===== config.mk =====
export PLATFORM = sky130hd
export DESIGN_NAME = tcc_timer_cc
export DESIGN_NICKNAME = d
export VERILOG_FILES = /design/src/inc/tcc_pkg.sv /design/src/logic/tcc_timer_cc.sv
export SDC_FILE = /design/constraint.sdc
export NUM_CORES = 1
export LEC_CHECK = 0
export ABC_AREA = 1
export BUFFER_PORTS_ARGS = -buffer_cell sky130_fd_sc_hd__clkbuf_2
export CAP_MARGIN = 15
export CELL_PAD_IN_SITES_DETAIL_PLACEMENT = 0
export CELL_PAD_IN_SITES_GLOBAL_PLACEMENT = 1
export CORE_UTILIZATION = 43
export CTS_BUF_LIST = sky130_fd_sc_hd__clkbuf_8
export DETAILED_ROUTE_END_ITERATION = 12
export PLACE_DENSITY = 0.92
export SKIP_CTS_REPAIR_TIMING = 1
export SLEW_MARGIN = 20
export SYNTH_ARGS = -nofsm -noshare
export SYNTH_HDL_FRONTEND = slang
export SYNTH_SLANG_ARGS = --single-unit

===== constraint.sdc =====
create_clock -name clk_i -period 2.2 [get_ports clk_i]
set_clock_uncertainty 0.05 [all_clocks]
set_input_delay 0.22 -clock clk_i [delete_from_list [all_inputs] [get_ports clk_i]]
set_output_delay 0.22 -clock clk_i [all_outputs]
set_load 0.02 [all_outputs]

===== src/inc/tcc_pkg.sv =====
// Package for the timer capture/compare and one pulse block
package tcc_pkg;
  // Register word offsets on APB (byte addresses)
  localparam logic [7:0] ADDR_CTRL1 = 8'h00;
  localparam logic [7:0] ADDR_CTRL2 = 8'h04;
  localparam logic [7:0] ADDR_STATUS = 8'h08;
  localparam logic [7:0] ADDR_CAP1_HI = 8'h0c;
  localparam logic [7:0] ADDR_CAP1_LO = 8'h10;
  localparam logic [7:0] ADDR_CAP2_HI = 8'h14;
  localparam logic [7:0] ADDR_CAP2_LO = 8'h18;
  localparam logic [7:0] ADDR_CMP1_HI = 8'h1c;
  localparam logic [7:0] ADDR_CMP1_LO = 8'h20;
  localparam logic [7:0] ADDR_CMP2_HI = 8'h24;
  localparam logic [7:0] ADDR_CMP2_LO = 8'h28;
  localparam logic [7:0] ADDR_MISC = 8'h2c;
  // Control one fields
  localparam int C1_CAP_IE = 7;
  localparam int C1_CMP_IE = 6;
  localparam int C1_FORCE2 = 4;
  localparam int C1_FORCE1 = 3;
  localparam int C1_LVL2 = 2;
  localparam int C1_EDGE1 = 1;
  localparam int C1_LVL1 = 0;
  // Control two fields
  localparam int C2_PIN_EN1 = 7;
  localparam int C2_PIN_EN2 = 6;
  localparam int C2_ONE_PULSE = 5;
  localparam int C2_PWM = 4;
  localparam int C2_CLK_HI = 3;
  localparam int C2_CLK_LO = 2;
  localparam int C2_EDGE2 = 1;
  // Status fields
  localparam int ST_CAP1 = 7;
  localparam int ST_CMP1 = 6;
  localparam int ST_CAP2 = 4;
  localparam int ST_CMP2 = 3;
  // Reset and load values
  localparam logic [7:0] CTRL_RESET = 8'h00;
  localparam logic [15:0] CMP_RESET = 16'h8000;
  localparam logic [15:0] CNT_TRIGGER = 16'hfffc;
  localparam logic [15:0] CAP_TRIGGER = 16'hfffd;
  // Prescaler selections
  localparam logic [1:0] CLK_DIV4 = 2'b00;
  localparam logic [1:0] CLK_DIV2 = 2'b01;
  localparam logic [1:0] CLK_DIV8 = 2'b10;
  localparam logic [1:0] CLK_EXT = 2'b11;
  localparam logic [2:0] DIV4_MASK = 3'h3;
  localparam logic [2:0] DIV2_MASK = 3'h1;
  localparam logic [2:0] DIV8_MASK = 3'h7;
  // Bundled per-channel capture state
  typedef struct packed {
    logic [15:0] value;
    logic flag;
    logic armed;
    logic [15:0] halt_value;
    logic locked;
  } tcc_cap_type;
endpackage


===== src/logic/tcc_timer_cc.sv =====
// Capture/compare and one pulse section of a 16-bit timer
`timescale 1ns/1ps
`default_nettype none
// Overview of operation
// - Selected edge on capture pin copies counter into capture value.
// - Capture registers are read-only; writes leave them unchanged.
// - Capture sets flag; irq when enable set and cpu mask clear.
// - Capture flag clears after status read then low-byte access.
// - High-byte read blocks new capture data until low byte read.
// - Capture register holds value of most recent capture.
// - In halt, edge only arms; flag and data appear on wake.
// - Each timer tick outside halt and pwm mode compare; match sets flag, drives enabled pin.
// - Compare irq needs enable and clear mask; pins low in reset.
// - Compare registers read/write, hardware-untouched, reset 8000h.
// - Compare flag clears after status read then low-byte access.
// - High-byte write suspends compares until low byte written.
// - Force bit copies level to pin; no flag, no interrupt.
// - Force bits ignored in one pulse or pwm mode.
// - One pulse select uses capture one trigger, compare one end.
// - Trigger: counter FFFCh, pin gets level two, flag, FFFDh.
// - One pulse: counter equals compare one drives level one.
// - One pulse: compare flag one never set; flag two still works.
// - Both one pulse and pwm set: only pwm operates.
// - Equal levels in one pulse give constant pin level.
// - One pulse: pin one no capture; channel two captures normally.
// - One pulse: compare two flags time but drives no waveform.
// - Clock select: 00 div4, 01 div2, 10 div8, 11 external.
// - Edge select 0 falling, 1 rising.
module tcc_timer_cc (
  input wire logic clk_i,
  input wire logic reset_n_i,
  input wire logic psel_i,
  input wire logic penable_i,
  input wire logic pwrite_i,
  input wire logic [7:0] paddr_i,
  input wire logic [31:0] pwdata_i,
  output logic [31:0] prdata_o,
  output logic pready_o,
  output logic pslverr_o,
  input wire logic [15:0] counter_i,
  input wire logic ext_tick_i,
  input wire logic halt_i,
  input wire logic cpu_irq_mask_i,
  input wire logic [1:0] capture_pin_i,
  output logic [1:0] compare_pin_o,
  output logic [1:0] compare_pin_enable_o,
  output logic timer_tick_o,
  output logic counter_load_o,
  output logic [15:0] counter_load_value_o,
  output logic irq_o
);
  import tcc_pkg::*;

  // Register state
  logic [7:0] ctrl1_q, ctrl1_d, ctrl2_q, ctrl2_d;
  logic [15:0] cmp_q [2], cmp_d [2];
  logic [1:0] cmp_susp_q, cmp_susp_d;
  logic [1:0] cmp_flag_q, cmp_flag_d;
  logic [1:0] pin_q, pin_d;
  tcc_cap_type cap_q [2], cap_d [2];
  logic [3:0] st_seen_q, st_seen_d;
  logic [2:0] div_q, div_d;
  logic [2:0] sync1_q [2], sync1_d [2];
  logic [31:0] rdata_q, rdata_d;
  logic [15:0] lo_buf_q [2], lo_buf_d [2];

  // Derived modes; pwm wins over one pulse
  logic pwm_mode, opm_mode, tick;
  logic [1:0] edge_hit;
  logic wr, rd;
  assign pwm_mode = ctrl2_q[C2_PWM];
  assign opm_mode = ctrl2_q[C2_ONE_PULSE] & ~pwm_mode;
  assign wr = psel_i & penable_i & pwrite_i;
  assign rd = psel_i & penable_i & ~pwrite_i;
  assign pready_o = 1'b1;
  assign pslverr_o = 1'b0;

  // Edge test on agreeing later synchroniser stages
  function automatic logic edge_seen(input logic [2:0] s, input logic rise);
    edge_seen = rise ? (s[1] & s[2] & ~s[0]) : (~s[1] & ~s[2] & s[0]);
  endfunction

  // Timer tick from prescaler or external tick
  always_comb begin
    div_d = div_q + 3'h1;
    case (ctrl2_q[C2_CLK_HI:C2_CLK_LO])
      CLK_DIV4: tick = (div_q & DIV4_MASK) == DIV4_MASK;
      CLK_DIV2: tick = (div_q & DIV2_MASK) == DIV2_MASK;
      CLK_DIV8: tick = div_q == DIV8_MASK;
      CLK_EXT: tick = ext_tick_i;
      default: tick = 1'b0;
    endcase
  end

  // Three-stage pin synchroniser; stage0 unread except by stage1
  always_comb begin
    for (int i = 0; i < 2; i++) begin
      sync1_d[i] = {sync1_q[i][1:0], capture_pin_i[i]};
      // Bit 2 oldest; compare stage1 (bit1) vs stage2 (bit2)
    end
  end
  // Edge on stages 1 and 2 differing: use bits shifted once more
  always_comb begin
    edge_hit[0] = edge_seen({sync1_q[0][2], sync1_q[0][2], sync1_q[0][1]},
                            ctrl1_q[C1_EDGE1]) & 1'b0;
    edge_hit[1] = 1'b0;
    for (int i = 0; i < 2; i++) begin
      if (i == 0) begin
        edge_hit[i] = (sync1_q[i][1] != sync1_q[i][2]) &&
          (sync1_q[i][1] == ctrl1_q[C1_EDGE1]);
      end else begin
        edge_hit[i] = (sync1_q[i][1] != sync1_q[i][2]) &&
          (sync1_q[i][1] == ctrl2_q[C2_EDGE2]);
      end
    end
  end

  // Register, capture, compare and pin next-state logic
  always_comb begin
    logic [7:0] wb;
    logic [3:0] st_now;
    wb = pwdata_i[7:0];
    st_now = {cap_q[0].flag, cmp_flag_q[0], cap_q[1].flag, cmp_flag_q[1]};
    ctrl1_d = ctrl1_q;
    ctrl2_d = ctrl2_q;
    cmp_d = cmp_q;
    cmp_susp_d = cmp_susp_q;
    cmp_flag_d = cmp_flag_q;
    pin_d = pin_q;
    cap_d = cap_q;
    st_seen_d = st_seen_q;
    lo_buf_d = lo_buf_q;
    rdata_d = 32'h0;
    counter_load_o = 1'b0;
    counter_load_value_o = CNT_TRIGGER;
    // Bus reads; status read arms the clear sequence
    if (rd) begin
      case (paddr_i)
        ADDR_CTRL1: rdata_d = {24'h0, ctrl1_q};
        ADDR_CTRL2: rdata_d = {24'h0, ctrl2_q};
        ADDR_STATUS: begin
          rdata_d = {24'h0, st_now[3:2], 1'b0, st_now[1:0], 3'h0};
          st_seen_d = st_seen_q | st_now;
        end
        ADDR_CAP1_HI: rdata_d = {24'h0, cap_q[0].value[15:8]};
        ADDR_CAP1_LO: rdata_d = {24'h0, cap_q[0].value[7:0]};
        ADDR_CAP2_HI: rdata_d = {24'h0, cap_q[1].value[15:8]};
        ADDR_CAP2_LO: rdata_d = {24'h0, cap_q[1].value[7:0]};
        ADDR_CMP1_HI: rdata_d = {24'h0, cmp_q[0][15:8]};
        ADDR_CMP1_LO: rdata_d = {24'h0, cmp_q[0][7:0]};
        ADDR_CMP2_HI: rdata_d = {24'h0, cmp_q[1][15:8]};
        ADDR_CMP2_LO: rdata_d = {24'h0, cmp_q[1][7:0]};
        default: rdata_d = 32'h0;
      endcase
    end
    // Capture high read locks the register until low read
    for (int i = 0; i < 2; i++) begin
      if (rd && paddr_i == (i == 0 ? ADDR_CAP1_HI : ADDR_CAP2_HI)) begin
        cap_d[i].locked = 1'b1;
      end
      if (rd && paddr_i == (i == 0 ? ADDR_CAP1_LO : ADDR_CAP2_LO)) begin
        cap_d[i].locked = 1'b0;
      end
      // Low access after status read clears flag; writes don't store
      if ((rd | wr) && paddr_i == (i == 0 ? ADDR_CAP1_LO : ADDR_CAP2_LO)
          && st_seen_q[i == 0 ? 3 : 1]) begin
        cap_d[i].flag = 1'b0;
        st_seen_d[i == 0 ? 3 : 1] = 1'b0;
      end
      if ((rd | wr) && paddr_i == (i == 0 ? ADDR_CMP1_LO : ADDR_CMP2_LO)
          && st_seen_q[i == 0 ? 2 : 0]) begin
        cmp_flag_d[i] = 1'b0;
        st_seen_d[i == 0 ? 2 : 0] = 1'b0;
      end
    end
    // Bus writes to control and compare registers
    if (wr) begin
      case (paddr_i)
        ADDR_CTRL1: ctrl1_d = wb;
        ADDR_CTRL2: ctrl2_d = wb;
        ADDR_CMP1_HI: begin
          cmp_d[0][15:8] = wb;
          cmp_susp_d[0] = 1'b1;
        end
        ADDR_CMP1_LO: begin
          cmp_d[0][7:0] = wb;
          cmp_susp_d[0] = 1'b0;
        end
        ADDR_CMP2_HI: begin
          cmp_d[1][15:8] = wb;
          cmp_susp_d[1] = 1'b1;
        end
        ADDR_CMP2_LO: begin
          cmp_d[1][7:0] = wb;
          cmp_susp_d[1] = 1'b0;
        end
        default: ;
      endcase
      // Force bits copy level immediately, never in special modes
      if (paddr_i == ADDR_CTRL1 && !opm_mode && !pwm_mode) begin
        if (wb[C1_FORCE1]) pin_d[0] = wb[C1_LVL1];
        if (wb[C1_FORCE2]) pin_d[1] = wb[C1_LVL2];
      end
    end
    // Capture edges; halt only arms, first halt edge kept
    for (int i = 0; i < 2; i++) begin
      if (edge_hit[i] && !(i == 0 && (opm_mode || pwm_mode))) begin
        if (halt_i) begin
          if (!cap_q[i].armed) begin
            cap_d[i].armed = 1'b1;
            cap_d[i].halt_value = counter_i;
          end
        end else begin
          cap_d[i].flag = 1'b1;
          if (!cap_d[i].locked) cap_d[i].value = counter_i;
        end
      end
      // Wake: armed capture shows flag and first-edge data
      if (!halt_i && cap_q[i].armed) begin
        cap_d[i].armed = 1'b0;
        cap_d[i].flag = 1'b1;
        if (!cap_d[i].locked) cap_d[i].value = cap_q[i].halt_value;
      end
    end
    // One pulse trigger on capture pin one
    if (opm_mode && edge_hit[0] && !halt_i) begin
      counter_load_o = 1'b1;
      pin_d[0] = ctrl1_q[C1_LVL2];
      cap_d[0].flag = 1'b1;
      if (!cap_d[0].locked) cap_d[0].value = CAP_TRIGGER;
    end
    // Compares on each timer tick outside halt and pwm mode; hardware never writes cmp_q
    if (tick && !halt_i && !pwm_mode) begin
      for (int i = 0; i < 2; i++) begin
        if (!cmp_susp_q[i] && cmp_q[i] == counter_i) begin
          if (!(i == 0 && opm_mode)) cmp_flag_d[i] = 1'b1;
          if (i == 0 && opm_mode) begin
            pin_d[0] = ctrl1_q[C1_LVL1];
          end else if (i == 1 && opm_mode) begin
            pin_d[1] = pin_q[1];
          end else if (ctrl2_q[i == 0 ? C2_PIN_EN1 : C2_PIN_EN2]) begin
            pin_d[i] = ctrl1_q[i == 0 ? C1_LVL1 : C1_LVL2];
          end
        end
      end
    end
  end

  // Single-register update for all state
  always_ff @(posedge clk_i or negedge reset_n_i) begin
    if (!reset_n_i) begin
      ctrl1_q <= CTRL_RESET;
      ctrl2_q <= CTRL_RESET;
      cmp_q[0] <= CMP_RESET;
      cmp_q[1] <= CMP_RESET;
      cmp_susp_q <= 2'b00;
      cmp_flag_q <= 2'b00;
      pin_q <= 2'b00;
      cap_q[0] <= '0;
      cap_q[1] <= '0;
      st_seen_q <= 4'h0;
      div_q <= 3'h0;
      sync1_q[0] <= 3'h0;
      sync1_q[1] <= 3'h0;
      rdata_q <= 32'h0;
      lo_buf_q[0] <= 16'h0;
      lo_buf_q[1] <= 16'h0;
    end else begin
      ctrl1_q <= ctrl1_d;
      ctrl2_q <= ctrl2_d;
      cmp_q <= cmp_d;
      cmp_susp_q <= cmp_susp_d;
      cmp_flag_q <= cmp_flag_d;
      pin_q <= pin_d;
      cap_q <= cap_d;
      st_seen_q <= st_seen_d;
      div_q <= div_d;
      sync1_q <= sync1_d;
      rdata_q <= rdata_d;
      lo_buf_q <= lo_buf_d;
    end
  end

  // Outputs; read data goes straight from decode since pready is 1
  always_comb begin
    prdata_o = rdata_d;
  end
  assign compare_pin_o = pin_q;
  assign compare_pin_enable_o = {ctrl2_q[C2_PIN_EN2], ctrl2_q[C2_PIN_EN1]};
  assign timer_tick_o = tick;
  // Level interrupt; cpu mask holds it pending
  assign irq_o = ~cpu_irq_mask_i &
    ((ctrl1_q[C1_CAP_IE] & (cap_q[0].flag | cap_q[1].flag)) |
     (ctrl1_q[C1_CMP_IE] & (|cmp_flag_q)));

  // Assertions
  property p_cmp_reset;
    @(posedge clk_i) disable iff (!reset_n_i)
    $rose(reset_n_i) |-> cmp_q[0] == CMP_RESET;
  endproperty
  a_cmp_reset: assert property (p_cmp_reset) else $error("cmp reset");
  property p_opm_no_flag1;
    @(posedge clk_i) disable iff (!reset_n_i)
    (opm_mode && !cmp_flag_q[0]) |=> !cmp_flag_q[0] || !$past(opm_mode);
  endproperty
  a_opm_no_flag1: assert property (p_opm_no_flag1) else $error("opm flag1");
  property p_capture;
    @(posedge clk_i) disable iff (!reset_n_i)
    (edge_hit[1] && !halt_i && !cap_q[1].locked && !(rd && paddr_i ==
      ADDR_CAP2_LO)) |=> cap_q[1].value == $past(counter_i) && cap_q[1].flag;
  endproperty
  a_capture: assert property (p_capture) else $error("capture");
  property p_halt;
    @(posedge clk_i) disable iff (!reset_n_i)
    (halt_i && !cap_q[1].flag) |=> !cap_q[1].flag;
  endproperty
  a_halt: assert property (p_halt) else $error("halt flag");
  property p_trigger;
    @(posedge clk_i) disable iff (!reset_n_i)
    (opm_mode && edge_hit[0] && !halt_i) |=> pin_q[0] == $past(ctrl1_q[2]);
  endproperty
  a_trigger: assert property (p_trigger) else $error("trigger");
  property p_susp;
    @(posedge clk_i) disable iff (!reset_n_i)
    (cmp_susp_q[1] && !cmp_flag_q[1] && !wr) |=> !cmp_flag_q[1];
  endproperty
  a_susp: assert property (p_susp) else $error("suspend");
  property p_irq;
    @(posedge clk_i) disable iff (!reset_n_i)
    cpu_irq_mask_i |-> !irq_o;
  endproperty
  a_irq: assert property (p_irq) else $error("irq mask");
  property p_lock;
    @(posedge clk_i) disable iff (!reset_n_i)
    (cap_q[1].locked && !(rd && paddr_i == ADDR_CAP2_LO)) |=>
      $stable(cap_q[1].value);
  endproperty
  a_lock: assert property (p_lock) else $error("lock");
  c_capture: cover property (@(posedge clk_i) edge_hit[1] && !halt_i);
  c_opm: cover property (@(posedge clk_i) opm_mode && edge_hit[0]);
  c_match: cover property (@(posedge clk_i) $rose(cmp_flag_q[1]));
endmodule
`default_nettype wire

==> flow_summary.json <==
{
  "grt-busiest-layer": "met2",
  "die_w_um": 136,
  "fmax_mhz": 485,
  "hp-class": "in2reg",
  "ys.flop_type": "dfrtp_1",
  "ys_warn_count": 0,
  "layout_common_cells": "nand2_1, inv_1, dfrtp_1",
  "firstDrtPassIters": 5,
  "first_iter_violations": 589,
  "power.leakage_uw": 0.00451,
  "synth_area_leaders": "dfrtp_1, nand2_1, o21ai_0",
  "cts_tree": "done",
  "grt_util_met3": 0.0494,
  "stdcell_area_um2": 8660,
  "finalCriticalPeriod_ns": 2.06,
  "period_share": 0.937,
  "place_ws_ns": 0.115,
  "ys_types": 37,
  "grt-ovfl-total": 0,
  "dpl_cell_area_um2": 8190,
  "rows": 48,
  "netlist_instances": 1010,
  "io_pins": 123,
  "arrival_ns": 1.79,
  "p_comb_frac": 0.143,
  "intPower_uw": 3990,
  "synthArstFlopShare": 1.00,
  "clock_sinks": 137,
  "die_area_um2": 18400,
  "critPathRequiredTime_ns": 1.93,
  "critPathKind": "in2out",
  "met1_usage": 0.345,
  "ys_ff_latch": 137,
  "htree_levels": 4,
  "die_h_um": 136,
  "avgViaCountPerCell": 5.14,
  "fin_cells": 1324,
  "antenna_found_initial": 0,
  "synth_top_area_share": 0.439,
  "path_cells": "clkbuf_2, nor2_4, nand3_1, inv_1, nand2_1, inv_1, nand2_1, o21ai_0, nor2_1, nand3_1, nand2_1, inv_1, clkbuf_2",
  "synth_edf_count": 0,
  "cp_slowest_cell": "nand2_1",
  "clock_latency_ns": 0.46,
  "dp.cells": 1285,
  "grt_pass1_vias": 6296,
  "grt.total_usage": 0.247,
  "yosysTopAreaCell": "dfrtp_1",
  "dp_hpwl_um": 15800,
  "clk_pin_slew_ns": 0.09,
  "gp_congestion": 0.926,
  "seqPwrFrac": 0.500,
  "report.final.hold_viol_count": 0,
  "io_buffers": 56,
  "end_kind": "output port",
  "grt_max_degree": 46,
  "powerDensity_nw_per_um2": 670,
  "numCtsBuffers": 17,
  "core_region_area_um2": 17400,
  "final_common_cell": "nand2_1",
  "grt_pass1_wl_um": 33800,
  "post-route-util": 0.499,
  "vias": 6801,
  "antenna_cells": 0,
  "wirelength_um": 21400,
  "final_nets": 1154,
  "syn_area_um2": 7690,
  "start_kind": "input pin",
  "start_util": 0.443,
  "avgSynthCellArea_um2": 7.61,
  "setup_ws_ns": 0.138,
  "critical_path.max_fanout": 8,
  "cpPeakStageDelay_ns": 0.25,
  "drcViolationCount": 0,
  "ir_drop_mv": 0.441,
  "synth-seq-area-share": 0.446,
  "final.setup.tns_ns": 0,
  "final_layout_size_suffix_gt1_frac": 0.166,
  "clock_path_buffers": 2,
  "cts_root_buf": "clkbuf_8",
  "syn2layout_area_growth_pct": 12.5,
  "max_cap_violations": 0,
  "antenna_left": 0,
  "drv_slew": 0,
  "status": "complete, no violations",
  "sw_frac_of_total": 0.312,
  "clkPwrFrac": 0.357,
  "avgRoutedWirePerCell_um": 16.1,
  "power.switching_uw": 1810,
  "use_met2": 0.375,
  "final-setup-viol-count": 0
}
-- metrics by stage --
| step | total power (uW) | hold slack [ns] |
|---|---|---|
| after global placement | 3730 | 0.109 |
| after detailed placement | 3760 | 0.112 |
| after floorplan | 3530 | -0.126 |
| after CTS | 5810 | -0.389 |
| after global routing | 6090 | 0.000445 |
| final | 5800 | 0.00466 |
-- power by group through the flow --
stage	sequential, uW	combinational, uW	clock (uW)
after global placement	2940	794	0
after detailed placement	2950	815	0
after floorplan	2910	617	0
after CTS	2900	817	2100
after global routing	2930	944	2220
final	2900	827	2070
-- cells by family after synthesis --
logic type,Yosys count,synth area share
xor+xnor,3,0.00342
fa+ha+maj,2,0.00325
simple gates,494,0.304
compound gates,157,0.108
flops,137,0.446
buf+inv,215,0.134
other cells,2,0.000976
-- worst max-delay path, delay by kind of cell --
family | cells | cell delay (ns)
and+or+nand+nor | 7 | 0.85
buffers and inverters | 5 | 0.65
AOI/OAI and AO/OA | 1 | 0.08
-- path summary, 6_finish.rpt --
check | from | endpoint | slack (ns) | depth (start not counted)
min in group asynchronous | reset_n_i | cap_q[35] | 0.18 | 2
max | paddr_i[7] | prdata_o[3] | 0.14 | 13
min | pwdata_i[0] | ctrl1_q[0] | 0.005 | 3
min reg2reg | sync1_d[4] | sync1_d[5] | 0.31 | 0
max reg2reg | ctrl1_q[1] | cap_q[69] | 0.34 | 11
max in group asynchronous | reset_n_i | cap_q[34] | 1.19 | 3
-- synth_stat cells (all sizes together), types with 2 or more instances --
cell type  count
nor3           2
nand3        130
o22ai         15
nand3b         6
nand4         13
dfrtp        135
a21oi          9
buf           59
o21ai        128
conb           2
a21o           2
clkbuf        15
dfstp          2
nor2          63
nand2        278
ha             2
inv          141
xnor2          2
-- routing by layer --
metal	up-vias	part of all wire
met5	-	0
met4	0	0.024
met3	34	0.064
met2	232	0.46
met1	3237	0.45
li1	3298	-
-- registers in the layout, summed over array words and instances, names as in the netlist --
name,flops
compare_pin_o,2
ctrl2_q,8
cmp_flag_q,2
ctrl1_q,8
cap_q,70
cmp_q,32
cmp_susp_q,2
st_seen_q,4
sync1_q,2
sync1_d,4
div_q,3
-- final cells by class --
class                      instances  area, um2
fill                            1754       8700
sequential                       137       3430
multi-input combinational        698       3380
timing repair buffer              91        642
inverter                         141        529
tap                              225        282
clock buffer                      18        248
clock inverter                    14        140
Note: power is estimated with default switching activity, not from simulation.
